===== src/rtl/alpm_pkg.sv =====
// Package for the converter low-power mode controller.
// Assumes a 25 MHz APB clock; shared by the controller, host model, checker and testbench.
package alpm_pkg;
   // Unlock register index and its key; bus address is four times the index
   localparam logic [7:0] ALPM_UNLOCK_INDEX = 8'h05;
   localparam logic [7:0] ALPM_UNLOCK_KEY = 8'h69;
   // Register byte addresses
   localparam logic [11:0] ALPM_UNLOCK_ADDR = {2'h0, ALPM_UNLOCK_INDEX, 2'h0};
   localparam logic [11:0] ALPM_PWRCTL_ADDR = 12'h018;
   localparam logic [11:0] ALPM_STATUS_ADDR = 12'h01C;
   localparam logic [11:0] ALPM_CONV_ADDR = 12'h020;
   // Power control fields
   localparam int ALPM_SLEEP_EN_BIT = 0;
   localparam int ALPM_DEEP_OFF_BIT = 1;
   localparam logic [1:0] ALPM_PWRCTL_RESET = 2'h0;
   // Status fields
   localparam int ALPM_ST_MODE_LSB = 0;
   localparam int ALPM_ST_UNLOCK_BIT = 4;
   localparam int ALPM_ST_READY_BIT = 5;
   localparam int ALPM_ST_WAKE_BIT = 6;
   // Timing
   localparam int ALPM_CLK_MHZ = 25;
   localparam int ALPM_CONV_TIME_NS = 1000;
   localparam int ALPM_CONV_CYCLES = (ALPM_CONV_TIME_NS * ALPM_CLK_MHZ + 999) / 1000;
   localparam int ALPM_LIGHT_WAKE_NS = 2000;
   localparam int ALPM_LIGHT_WAKE_CYCLES = (ALPM_LIGHT_WAKE_NS * ALPM_CLK_MHZ + 999) / 1000;
   localparam int ALPM_RECOVER_NS = 10000;
   localparam int ALPM_RECOVER_CYCLES = (ALPM_RECOVER_NS * ALPM_CLK_MHZ + 999) / 1000;
   localparam int ALPM_CNT_W = 16;
   // Power states, one-hot
   typedef enum logic [3:0] {
      ALPM_NORMAL = 4'h1,
      ALPM_CONVERT = 4'h2,
      ALPM_LIGHT = 4'h4,
      ALPM_DEEP = 4'h8
   } alpm_state_t;
endpackage


===== src/rtl/alpm_sync.sv =====
// Two-flop synchroniser for a pin input.
// Assumes the pin is asynchronous to clk.
`timescale 1ns/10ps
`default_nettype none
module alpm_sync (
   // Clock and reset
   input wire logic clk,
   input wire logic rst_n,
   // Data
   input wire logic d,
   output logic q
);
   logic meta_q;
   always_ff @(posedge clk or negedge rst_n) begin
      if (!rst_n) begin
         meta_q <= 1'b0;
         q <= 1'b0;
      end else begin
         meta_q <= d;
         q <= meta_q;
      end
   end
endmodule
`default_nettype wire


===== src/rtl/alpm_ctrl.sv =====
// Low-power mode controller of a sampling converter with APB registers.
// Assumes an APB master on pclk and conversion_start_select from a pin.
//
// The register addresses and the APB interface to the registers are this design's own decisions.
`timescale 1ns/10ps
`default_nettype none
// Function
// - Normal operation stays powered between conversions, never sleeps unasked.
// - Sleep enabled and select high at conversion end enters light sleep.
// - Light sleep lasts while select stays high.
// - Falling select edge wakes the device from light sleep.
// - With deep off set, next rising select edge enters deep sleep.
// - Deep sleep powers analog off; interface and registers stay alive.
// - In deep sleep the ready indicator is high.
// - Clearing deep off drives ready high as recovery begins.
module alpm_ctrl (
   // APB
   input wire logic pclk,
   input wire logic presetn,
   input wire logic psel,
   input wire logic penable,
   input wire logic pwrite,
   input wire logic [11:0] paddr,
   input wire logic [31:0] pwdata,
   output logic [31:0] prdata,
   output logic pready,
   output logic pslverr,
   // Converter pins
   input wire logic conversion_start_select,
   output logic ready_valid_indicator,
   // Power controls
   output logic analog_on,
   output logic light_sleep_mode,
   output logic deep_sleep_mode,
   output var alpm_pkg::alpm_state_t power_state
);
   import alpm_pkg::*;

   alpm_state_t state_q;
   logic css_s, css_prev_q, css_rise, css_fall;
   logic unlock_q, sleep_en_q, deep_off_q;
   logic [ALPM_CNT_W-1:0] conv_cnt_q, wake_cnt_q;
   logic wake_busy_q, ready_q;
   logic [31:0] prdata_q;
   logic wr, rd, mapped;

   function automatic logic addr_hit(input logic [11:0] a, input logic [11:0] ref_a);
      addr_hit = (a == ref_a);
   endfunction

   alpm_sync u_sync (
      .clk(pclk),
      .rst_n(presetn),
      .d(conversion_start_select),
      .q(css_s)
   );

   always_ff @(posedge pclk or negedge presetn) begin
      if (!presetn) begin
         css_prev_q <= 1'b0;
      end else begin
         css_prev_q <= css_s;
      end
   end
   assign css_rise = css_s & ~css_prev_q;
   assign css_fall = ~css_s & css_prev_q;

   // Bus decode
   assign pready = 1'b1;
   assign wr = psel & penable & pwrite;
   assign rd = psel & penable & ~pwrite;
   assign mapped = addr_hit(paddr, ALPM_UNLOCK_ADDR) | addr_hit(paddr, ALPM_PWRCTL_ADDR)
                 | addr_hit(paddr, ALPM_STATUS_ADDR) | addr_hit(paddr, ALPM_CONV_ADDR);
   assign pslverr = psel & penable & ~mapped;

   // Unlock key; consumed by the next power register write
   always_ff @(posedge pclk or negedge presetn) begin
      if (!presetn) begin
         unlock_q <= 1'b0;
      end else if (wr && addr_hit(paddr, ALPM_UNLOCK_ADDR)) begin
         unlock_q <= (pwdata[7:0] == ALPM_UNLOCK_KEY);
      end else if (wr && addr_hit(paddr, ALPM_PWRCTL_ADDR)) begin
         unlock_q <= 1'b0;
      end
   end

   // Power bits, guarded by the key
   always_ff @(posedge pclk or negedge presetn) begin
      if (!presetn) begin
         sleep_en_q <= ALPM_PWRCTL_RESET[ALPM_SLEEP_EN_BIT];
         deep_off_q <= ALPM_PWRCTL_RESET[ALPM_DEEP_OFF_BIT];
      end else if (wr && addr_hit(paddr, ALPM_PWRCTL_ADDR) && unlock_q) begin
         sleep_en_q <= pwdata[ALPM_SLEEP_EN_BIT];
         deep_off_q <= pwdata[ALPM_DEEP_OFF_BIT];
      end
   end

   // Power state machine
   always_ff @(posedge pclk or negedge presetn) begin
      if (!presetn) begin
         state_q <= ALPM_NORMAL;
      end else begin
         case (state_q)
            ALPM_NORMAL: begin
               if (css_rise && deep_off_q) begin
                  state_q <= ALPM_DEEP;
               end else if (css_rise && !wake_busy_q) begin
                  state_q <= ALPM_CONVERT;
               end
            end
            ALPM_CONVERT: begin
               if (conv_cnt_q == ALPM_CNT_W'(ALPM_CONV_CYCLES - 1)) begin
                  if (sleep_en_q && css_s) begin
                     state_q <= ALPM_LIGHT;
                  end else begin
                     state_q <= ALPM_NORMAL;
                  end
               end
            end
            ALPM_LIGHT: begin
               if (css_fall) begin
                  state_q <= ALPM_NORMAL;
               end else begin
                  state_q <= ALPM_LIGHT;
               end
            end
            ALPM_DEEP: begin
               if (!deep_off_q) begin
                  state_q <= ALPM_NORMAL;
               end
            end
            default: state_q <= ALPM_NORMAL;
         endcase
      end
   end

   // Conversion timer
   always_ff @(posedge pclk or negedge presetn) begin
      if (!presetn) begin
         conv_cnt_q <= '0;
      end else if (state_q == ALPM_CONVERT) begin
         conv_cnt_q <= conv_cnt_q + 1'b1;
      end else begin
         conv_cnt_q <= '0;
      end
   end

   // Wake and recovery timer; new conversions held off while busy
   always_ff @(posedge pclk or negedge presetn) begin
      if (!presetn) begin
         wake_cnt_q <= '0;
         wake_busy_q <= 1'b0;
      end else if (state_q == ALPM_LIGHT && css_fall) begin
         wake_cnt_q <= ALPM_CNT_W'(ALPM_LIGHT_WAKE_CYCLES - 1);
         wake_busy_q <= 1'b1;
      end else if (state_q == ALPM_DEEP && !deep_off_q) begin
         wake_cnt_q <= ALPM_CNT_W'(ALPM_RECOVER_CYCLES - 1);
         wake_busy_q <= 1'b1;
      end else if (wake_cnt_q != '0) begin
         wake_cnt_q <= wake_cnt_q - 1'b1;
      end else begin
         wake_busy_q <= 1'b0;
      end
   end

   // Ready indicator: high when idle, in deep sleep, or recovering
   always_ff @(posedge pclk or negedge presetn) begin
      if (!presetn) begin
         ready_q <= 1'b1;
      end else begin
         case (state_q)
            ALPM_DEEP: ready_q <= 1'b1;
            ALPM_CONVERT: ready_q <= 1'b0;
            default: ready_q <= 1'b1;
         endcase
      end
   end
   assign ready_valid_indicator = ready_q;

   // Analog power follows state; registers untouched in deep sleep
   assign analog_on = (state_q != ALPM_DEEP);
   assign light_sleep_mode = (state_q == ALPM_LIGHT);
   assign deep_sleep_mode = (state_q == ALPM_DEEP);
   assign power_state = state_q;

   // Read data
   always_ff @(posedge pclk or negedge presetn) begin
      if (!presetn) begin
         prdata_q <= '0;
      end else if (psel && !penable && !pwrite) begin
         prdata_q <= '0;
         if (addr_hit(paddr, ALPM_PWRCTL_ADDR)) begin
            prdata_q[ALPM_SLEEP_EN_BIT] <= sleep_en_q;
            prdata_q[ALPM_DEEP_OFF_BIT] <= deep_off_q;
         end else if (addr_hit(paddr, ALPM_STATUS_ADDR)) begin
            prdata_q[ALPM_ST_MODE_LSB +: 4] <= state_q;
            prdata_q[ALPM_ST_UNLOCK_BIT] <= unlock_q;
            prdata_q[ALPM_ST_READY_BIT] <= ready_q;
            prdata_q[ALPM_ST_WAKE_BIT] <= wake_busy_q;
         end
      end
   end
   assign prdata = rd ? prdata_q : 32'h0000_0000;
endmodule
`default_nettype wire


===== config.mk =====
export PLATFORM = sky130hd
export DESIGN_NAME = alpm_ctrl
export DESIGN_NICKNAME = d
export VERILOG_FILES = /design/src/rtl/alpm_pkg.sv /design/src/rtl/alpm_sync.sv /design/src/rtl/alpm_ctrl.sv
export SDC_FILE = /design/constraint.sdc
export NUM_CORES = 1
export LEC_CHECK = 0
export ABC_CLOCK_PERIOD_IN_PS = 2200
export BUFFER_PORTS_ARGS = -buffer_cell sky130_fd_sc_hd__buf_2
export CAP_MARGIN = 20
export CORE_ASPECT_RATIO = 0.5
export CORE_UTILIZATION = 30
export DETAILED_ROUTE_END_ITERATION = 8
export HOLD_SLACK_MARGIN = 0.08
export PLACE_DENSITY = 0.53
export SLEW_MARGIN = 20
export SYNTH_ARGS = -nofsm -noshare
export SYNTH_HDL_FRONTEND = slang
export SYNTH_SLANG_ARGS = --single-unit

===== constraint.sdc =====
create_clock -name pclk -period 2.2 [get_ports pclk]
set_clock_uncertainty 0.1 [all_clocks]
set_input_delay 0.11 -clock pclk [delete_from_list [all_inputs] [get_ports pclk]]
set_output_delay 0.11 -clock pclk [all_outputs]
set_load 0.02 [all_outputs]

# Yosys cells after proc, flatten, opt, wreduce, memory -nomap -nowiden
# Cells that the tools add are included.
# totals
regBits	51
inputBits	50
output_inout_bits	42
elab_cells	81
# classes
add_sub_neg	2
n_eq_ne	15
muxes	21
bitwise	13
reduce_logical	18
# ops
operator	count
16-bit 2-to-1 mux	4
12-bit by 5-bit equality test with 1-bit output, second input constant	3
16-bit by 1-bit adder with 16-bit output, second input constant	1
16-bit by 5-bit equality test with 1-bit output, second input constant	1
4-bit 2-to-1 mux	4
4-bit one-hot mux with 4 select lines	1
16-bit nonzero test	1
16-bit by 1-bit subtractor with 16-bit output, second input constant	1
7-bit 2-to-1 mux	2
12-bit by 6-bit equality test with 1-bit output, second input constant	1
1-bit logical AND	10
8-bit by 7-bit equality test with 1-bit output, second input constant	1
1-bit bitwise AND	6
1-bit 2-to-1 mux	6
3-bit 2-to-1 mux	2
3-bit inequality test, second input constant	2
5-bit 2-to-1 mux	1
4-bit by 1-bit equality test with 1-bit output, second input constant	1
4-bit by 2-bit equality test with 1-bit output, second input constant	1
4-bit by 3-bit equality test with 1-bit output, second input constant	1
4-bit equality test, second input constant	1
1-bit zero test	4
2-bit inequality test, second input constant	2
4-bit inequality test, second input constant	1
other kinds (6)	11

# Depth between registers and ports, before layout
# Gate-level depths: netlist (run 1).
# depth
depth_word	6
depth_mapped	7
depth_no_buf	7

# Cells and area by module
# From an unflattened synthesis (run 1), not the netlist that was laid out.
# hier_totals
hier_cells	294
area_unflattened_um2	2842.7
# by_module_without_submodules
mod	instances	cells_per_inst	area_per_inst_um2	seq_area_each_um2
alpm_ctrl	1	292	2792.7	1228.7
alpm_sync	1	2	50.0	50.0

# Worst setup path before layout (run 1)
# No wires, ideal clock.
# synth_timing
path_type	reg2reg
start	reg state_q[1] (netlist: power_state[1])
end	reg wake_cnt_q[1]
setup_time_ps	132
arrival_ps	2016
required_ps	1968
slack_ps	-48
path_stages_with_launch	6
path_buffers	1
synth_period_minus_slack_ps	2248
cell_sequence	dfrtp_1 > nor4b_1 > and3_1 > or2_2 > buf_6 > a211oi_1
# synth_via
word_cells_on_any_way	7
classes_between	eq/ne (2); mux (2); reduce/logical (3)
# synth_rtl
item	line	rtl
start: declaration	alpm_ctrl.sv:39	alpm_state_t state_q;
start signal: assignment	alpm_ctrl.sv:101	state_q <= ALPM_NORMAL;
start signal: assignment	alpm_ctrl.sv:106	state_q <= ALPM_DEEP;
start signal: assignment	alpm_ctrl.sv:108	state_q <= ALPM_CONVERT;
4-bit by 3-bit equality test with 1-bit output (*)	-	
net light_sleep_mode	alpm_ctrl.sv:33	output logic light_sleep_mode,
1-bit logical AND (*)	alpm_ctrl.sv:153	end else if (state_q == ALPM_LIGHT && css_fall) begin
3-bit nonzero test (no source line) or 16-bit 2-to-1 mux (tied branches)	-	
end signal: assignment	alpm_ctrl.sv:154	wake_cnt_q <= ALPM_CNT_W'(ALPM_LIGHT_WAKE_CYCLES - 1);
end signal: assignment	alpm_ctrl.sv:157	wake_cnt_q <= ALPM_CNT_W'(ALPM_RECOVER_CYCLES - 1);
end signal: assignment	alpm_ctrl.sv:160	wake_cnt_q <= wake_cnt_q - 1'b1;
end: declaration	alpm_ctrl.sv:42	logic [ALPM_CNT_W-1:0] conv_cnt_q, wake_cnt_q;
# Mark *: on every way through the listed nets, which the timed path passes. The rest lies on a longest branch.
# A chain may end at the register's enable or synchronous reset.

# Worst setup path after layout (run 1)
# layout_timing
start	reg state_q[0] (netlist: power_state[0])
end	reg wake_cnt_q[11]
# layout_via
elab_chain_cells	4
word_cells_on_any_way	7
classes_between	eq/ne (2); mux (2); reduce/logical (3)
# layout_rtl
item	line	rtl
4-bit equality test	alpm_ctrl.sv:156	end else if (state_q == ALPM_DEEP && !deep_off_q) begin
1-bit logical AND	alpm_ctrl.sv:156	
16-bit 2-to-1 mux	alpm_ctrl.sv:156	
16-bit 2-to-1 mux	alpm_ctrl.sv:153	
# Parallel ways exist; a longest one is shown, timed or not.

==> reports/qor.yml, run 1 <==
timing:
  max_freq_mhz: 492.0
  finalCritPeriodShare_pct: 92.39
  setup_viol: 0
  relSlewSlack_pct: 64.41
  worst_slew_pin_slew_ns: 0.5265
  finalCriticalPeriod_ns: 2.033
  rsz0062_at_grt: "false"
  finalHoldViolations: 0
  tns_ns: 0
  slew_violations: 0
status:
  run_status: "finished, final reports clean"
layout:
  area_growth_pct: 18.93
  multi_input_area_um2: 1393
  seq_area_um2: 1279
  n_fill_cell: 908
  layout-drive-gt1-share_pct: 21.71
  diodes: 0
  fin_cells: 467
  nets: 402
  fin_util_pct: 37.78
logic_synthesis:
  ys_seq_elements: 51
  synth_ff_type: "dfrtp_1"
  yosysTopAreaCellShare_pct: 43.13
  yosysWarnings: 0
  yosysMostFrequentCell: "dfrtp_1"
  synth_area_um2: 2843
  synth_top_area_cell: "dfrtp_1"
  synthTopCellsByArea: "dfrtp_1 43%, buf_4 6.9%, nor2_1 4.9%"
  syn_inst: 294
  synth_enable_flop_cells: 0
  synth_commonest_cells: "49 x dfrtp_1, 37 x nor2_1, 26 x buf_4"
  synth_seq_area_share_pct: 44.98
  synth_cell_type_count: 50
  postSynthAreaPerCell_um2: 9.669
  async_flop_share_pct: 100.0
placed_design:
  place_hpwl_mm: 4.190
  place_congestion: 0.8102
  place_inst: 452
  portBuffers: 41
global_route:
  grt.total_usage_pct: 12.47
  grt_pass1_wl_mm: 10.06
  grt-ovfl-total: 0
  grt_pass1_vias: 2164
  grt_max_degree: 52
  antenna_found_initial: 0
detailed_routing:
  via_per_inst: 4.771
  drt_iter0_drc: 99
  drcViolationCount: 0
  routed_wl_mm: 5.615
  wl_per_cell_um: 12.02
  antenna_left: 0
  vias: 2228
  drtPass1Iterations: 4
job:
  cap_violations: 0
pwr:
  ir_drop_v: 0.0002790
  p_per_area_nw_per_um2: 863.3
  leakage_nw: 1.550
setup_path:
  critPathLaunchType: "register"
  reg2reg_slack_ns: 0.17
  cp.required_ns: 2.33
  cp_max_fo: 11
  crit_path_end_kind: "register"
  path_class: "register to register"
  cp.arrival_ns: 2.16
hold_path:
  min_path_type: "input port to register"
clock_network:
  clk_latency_ns: 0.29
  cts_tree: "done"
  clk_pin_slew_ns: 0.07
  clockRootBuffer: "clkbuf_16"
  clock-sinks: 51
  h-tree-depth: 2
  cts_buffers: 5
  clock_path_buffers: 2
die:
  design.core.area_um2: 8949
  die_y_um: 70.83
  die_x_um: 139.7
  row_count: 24
  io_pins: 92
  initial_core_util_pct: 31.77
  die_area_um2: 9892
## per-layer routing
metal	track usage, %	share of wire (%)	vias to the layer above
li1	-	-	1082
met1	16.03	48	1079
met2	21.16	47	55
met3	2.708	3.8	12
met4	4.029	1.5	0
met5	0	0	-
## worst paths after layout
| path | startpoint | end | cells after the start |
|---|---|---|---|
| worst max-delay path | power_state[0] | wake_cnt_q[11] | 5 |
| worst min register to register | u_sync.meta_q | u_sync.q | 0 |
| max in group asynchronous | presetn | ready_valid_indicator | 3 |
| worst min-delay path | psel | unlock_q | 3 |
| worst max register to register | power_state[0] | wake_cnt_q[11] | 5 |
| min in group asynchronous | presetn | wake_cnt_q[12] | 3 |
## timing repair
item / 4_1_cts / 5_1_grt
setup buffers: 0 / 0
hold buffers: 7 / 0
endpoints found under the hold margin: 55 / 0
setup endpoints to repair: 0 / 1
resized for setup: 0 / 2
## layout make-up
| class | count | area share [%] |
|---|---|---|
| clock buffers | 6 | 4.108 |
| clock inverters | 2 | 1.036 |
| inverters | 11 | 1.221 |
| multi-input cells | 224 | 41.19 |
| flip-flops and latches | 51 | 37.82 |
| well taps | 117 | 4.330 |
| repair buffers | 56 | 10.29 |
## stage by stage
step	instance area (um^2)	setup WS (ns)	hold WS, ns	power, mW
2_1_floorplan	2939	0.2025	-0.2856	1.852
3_3_place_gp	3131	0.1360	0.01520	2.000
3_5_place_dp	3131	0.1438	0.02088	2.018
4_1_cts	3374	0.1170	0.08399	2.945
5_1_grt	3381	0.02952	0.1229	3.113
6_report	3381	0.1674	0.09069	2.918
## critical path, cell delays in order (launching register included)
cell and delay (ns):
dfstp_2 0.58, nor4b_2 0.07, and3_1 0.23, or2_2 0.43, or4_1 0.49, nand2_1 0.07
## registers in the layout, indices dropped and copies added (netlist names)
register and flops:
conv_cnt_q 16, wake_cnt_q 16, prdata_q 7, power_state 4, css_prev_q 1, deep_off_q 1
ready_valid_indicator 1, sleep_en_q 1, u_sync.meta_q 1, u_sync.q 1, unlock_q 1, wake_busy_q 1
## cell families after synthesis
family,Yosys count,share of synthesized area (%)
compound gates,37,8.187
xor+xnor,22,6.778
fa+ha+maj,3,1.321
buf+inv,43,9.639
flops,51,44.98
mux,5,1.849
other cells,2,0.2642
simple gates,131,26.98
## where the power goes
| group | switching [mW] | internal, mW | leakage [nW] |
|---|---|---|---|
| combinational | 0.406 | 0.322 | 0.790 |
| sequential | 0.187 | 1.10 | 0.674 |
| clock | 0.333 | 0.566 | 0.0868 |
## layout by cell type, fill, tap and decap left out, types with 3 or more instances in the layout
cell           synthesis  final
xor2_1                13     13
clkbuf_16              0      5
buf_2                  0     41
mux2i_1                3      3
or3_1                  7      7
nor3_1                 5      5
o21ai_0                9      9
xnor2_1                9      9
nand4_1                6      6
and3_1                 3      3
dlygate4sd3_1          0      7
dfrtp_1               49     49
ha_1                   3      3
a21oi_1               12     11
a22o_1                 5      5
nand3_1                9      9
and2_1                 8      8
nand2_1               19     19
o31ai_1                3      3
buf_4                 26      7
conb_1                 2     26
or4_4                  4      4
nor4b_1                4      3
nor2_1                37     37
nor4_1                 5      5
inv_1                 11     11
or4_1                  4      4
nor3_2                 3      3
Power figures use the tool's default switching activity.
==> run 2, diff against run 1 <==
- CTS_BUF_LIST: unset -> sky130_fd_sc_hd__clkbuf_4 sky130_fd_sc_hd__clkbuf_8
==> run 2 against run 1 <==
  * Critical path type unchanged
  * Register-to-register slack about the same
  * Non-clock buffer count grew 2
  * Fmax shrank 0.53%
  * Combinational power up 2%
  * Largest power group unchanged
  * Final cell count is 0.43% higher
  * Via count barely moved
==> reports/qor.yml, run 2 (synthesized netlist as in run 1, its figures left out) <==
timing:
  setup_viol: 0
  relSlewSlack_pct: 64.32
  slew_violations: 0
  finalCritPeriodShare_pct: 92.88
  finalHoldViolations: 0
  tns_ns: 0
  max_freq_mhz: 489.4
  worst_slew_pin_slew_ns: 0.5278
  setup_slack_ns: 0.1566
  rsz0062_at_grt: "false"
  finalCriticalPeriod_ns: 2.043
die:
  design.core.area_um2: 8949
  initial_core_util_pct: 31.77
  row_count: 24
  die_x_um: 139.7
  io_pins: 92
  die_area_um2: 9892
  die_y_um: 70.83
layout:
  area_growth_pct: 17.56
  diodes: 0
  layout_common_cells: "49 x dfrtp_1, 41 x buf_2, 37 x nor2_1, 26 x conb_1, 19 x nand2_1"
  nets: 404
  final_common_cell: "dfrtp_1"
  reg_top3: "conv_cnt_q: 16 flops, wake_cnt_q: 16 flops, prdata_q: 7 flops"
  layout-drive-gt1-share_pct: 21.88
  design_area_um2: 3342
clock_network:
  cts_buffers: 5
  cts_tree: "done"
  clock_path_buffers: 2
  clock-sinks: 51
  clk_latency_ns: 0.30
  clockRootBuffer: "clkbuf_8"
  clk_pin_slew_ns: 0.10
  h-tree-depth: 2
placed_design:
  place_area_um2: 3131
  place_hpwl_mm: 4.190
  portBuffers: 41
  place_congestion: 0.8102
  pre_cts_ws_ns: 0.1438
pwr:
  leakage_nw: 1.531
  total_power_mw: 2.698
  p_per_area_nw_per_um2: 807.3
  ir_drop_v: 0.0002555
detailed_routing:
  via_per_inst: 4.748
  drcViolationCount: 0
  met2_length_mm: 2.639
  wl_per_cell_um: 11.88
  routed_wl_mm: 5.572
  drt_iter0_drc: 100
  m1WireLength_mm: 2.684
  drtPass1Iterations: 4
  antenna_left: 0
  vias: 2227
  dr.max_layer_used: "met4"
  route.met3.wl_um: 201
global_route:
  antenna_found_initial: 0
  grt.total_usage_pct: 12.23
  grt_pass1_vias: 2162
  grt_max_degree: 52
  grt-ovfl-total: 0
  grt_pass1_wl_mm: 9.963
hold_path:
  min_path_type: "input port to register"
  holdPathStages: 3
setup_path:
  crit-reg2reg-launch: "power_state[0]"
  cp_max_fo: 11
  cp.arrival_ns: 2.19
  critPathLaunch: "power_state[0]"
  rr_worst_depth: 5
  critPathCapture: "wake_cnt_q[11]"
  cp.required_ns: 2.34
  critPathLaunchType: "register"
  reg2reg_to: "wake_cnt_q[11]"
  reg2reg_slack_ns: 0.16
  path_class: "register to register"
  crit_path_end_kind: "register"
status:
  run_status: "finished, final reports clean"
job:
  cap_violations: 0
[run 2: changes by cell type in the layout (fill, tap and decap cells not counted), sizes merged]
cell | before | now
buf | 49 | 50
dlygate4sd3 | 7 | 8
[run 2: through the flow]
step	hold WS, ns	utilization (%)	instances
floorplan	-0.2856	-	318
global placement	0.01520	34.98	452
detailed placement	0.02088	34.98	452
CTS	0.08222	37.19	468
global route	0.09454	37.35	469
finish	0.09393	37.35	469
[run 2: what timing repair did]
item                       in CTS  in global routing
resized for setup               0                  2
setup buffers                   0                  1
setup endpoints to repair       0                  1
hold buffers                    8                  0
hold endpoints to repair       55                  0
[run 2: per-layer routing]
layer,global-route usage (%),vias to the layer above
li1,-,1087
met1,16.09,1081
met2,20.94,53
met3,2.302,6
met4,3.175,0
met5,0,-
[run 2: worst min path at each step]
stage,end,start
detailed placement,wake_cnt_q[12],presetn
CTS,prdata_q[1],paddr[3]
global placement,wake_cnt_q[12],presetn
floorplan,conv_cnt_q[0],presetn
global route,prdata_q[1],paddr[3]
finish,prdata_q[1],paddr[3]
[run 2: power by group]
part           internal (mW)  switching [mW]  leakage [nW]  total (mW)
Combinational          0.332           0.409         0.796       0.742
Clock                  0.368           0.300        0.0612       0.668
Sequential              1.10           0.184         0.674        1.29
Total                   1.80           0.894          1.53        2.70
[run 2: worst max-delay path, cell delays in order (launching register included)]
cell and delay, ns:
dfstp_2 0.59, nor4b_2 0.07, and3_1 0.24, or2_2 0.43, or4_1 0.49, nand2_1 0.07
[run 2: cell type report]
type / instances / area [um^2]
Tap cell: 117 / 146.4
Clock buffer: 6 / 82.58
Clock inverter: 2 / 35.03
Fill cell: 916 / 5607
Multi-Input combinational cell: 224 / 1393
Timing Repair Buffer: 58 / 365.4
Sequential cell: 51 / 1279
Inverter: 11 / 41.29
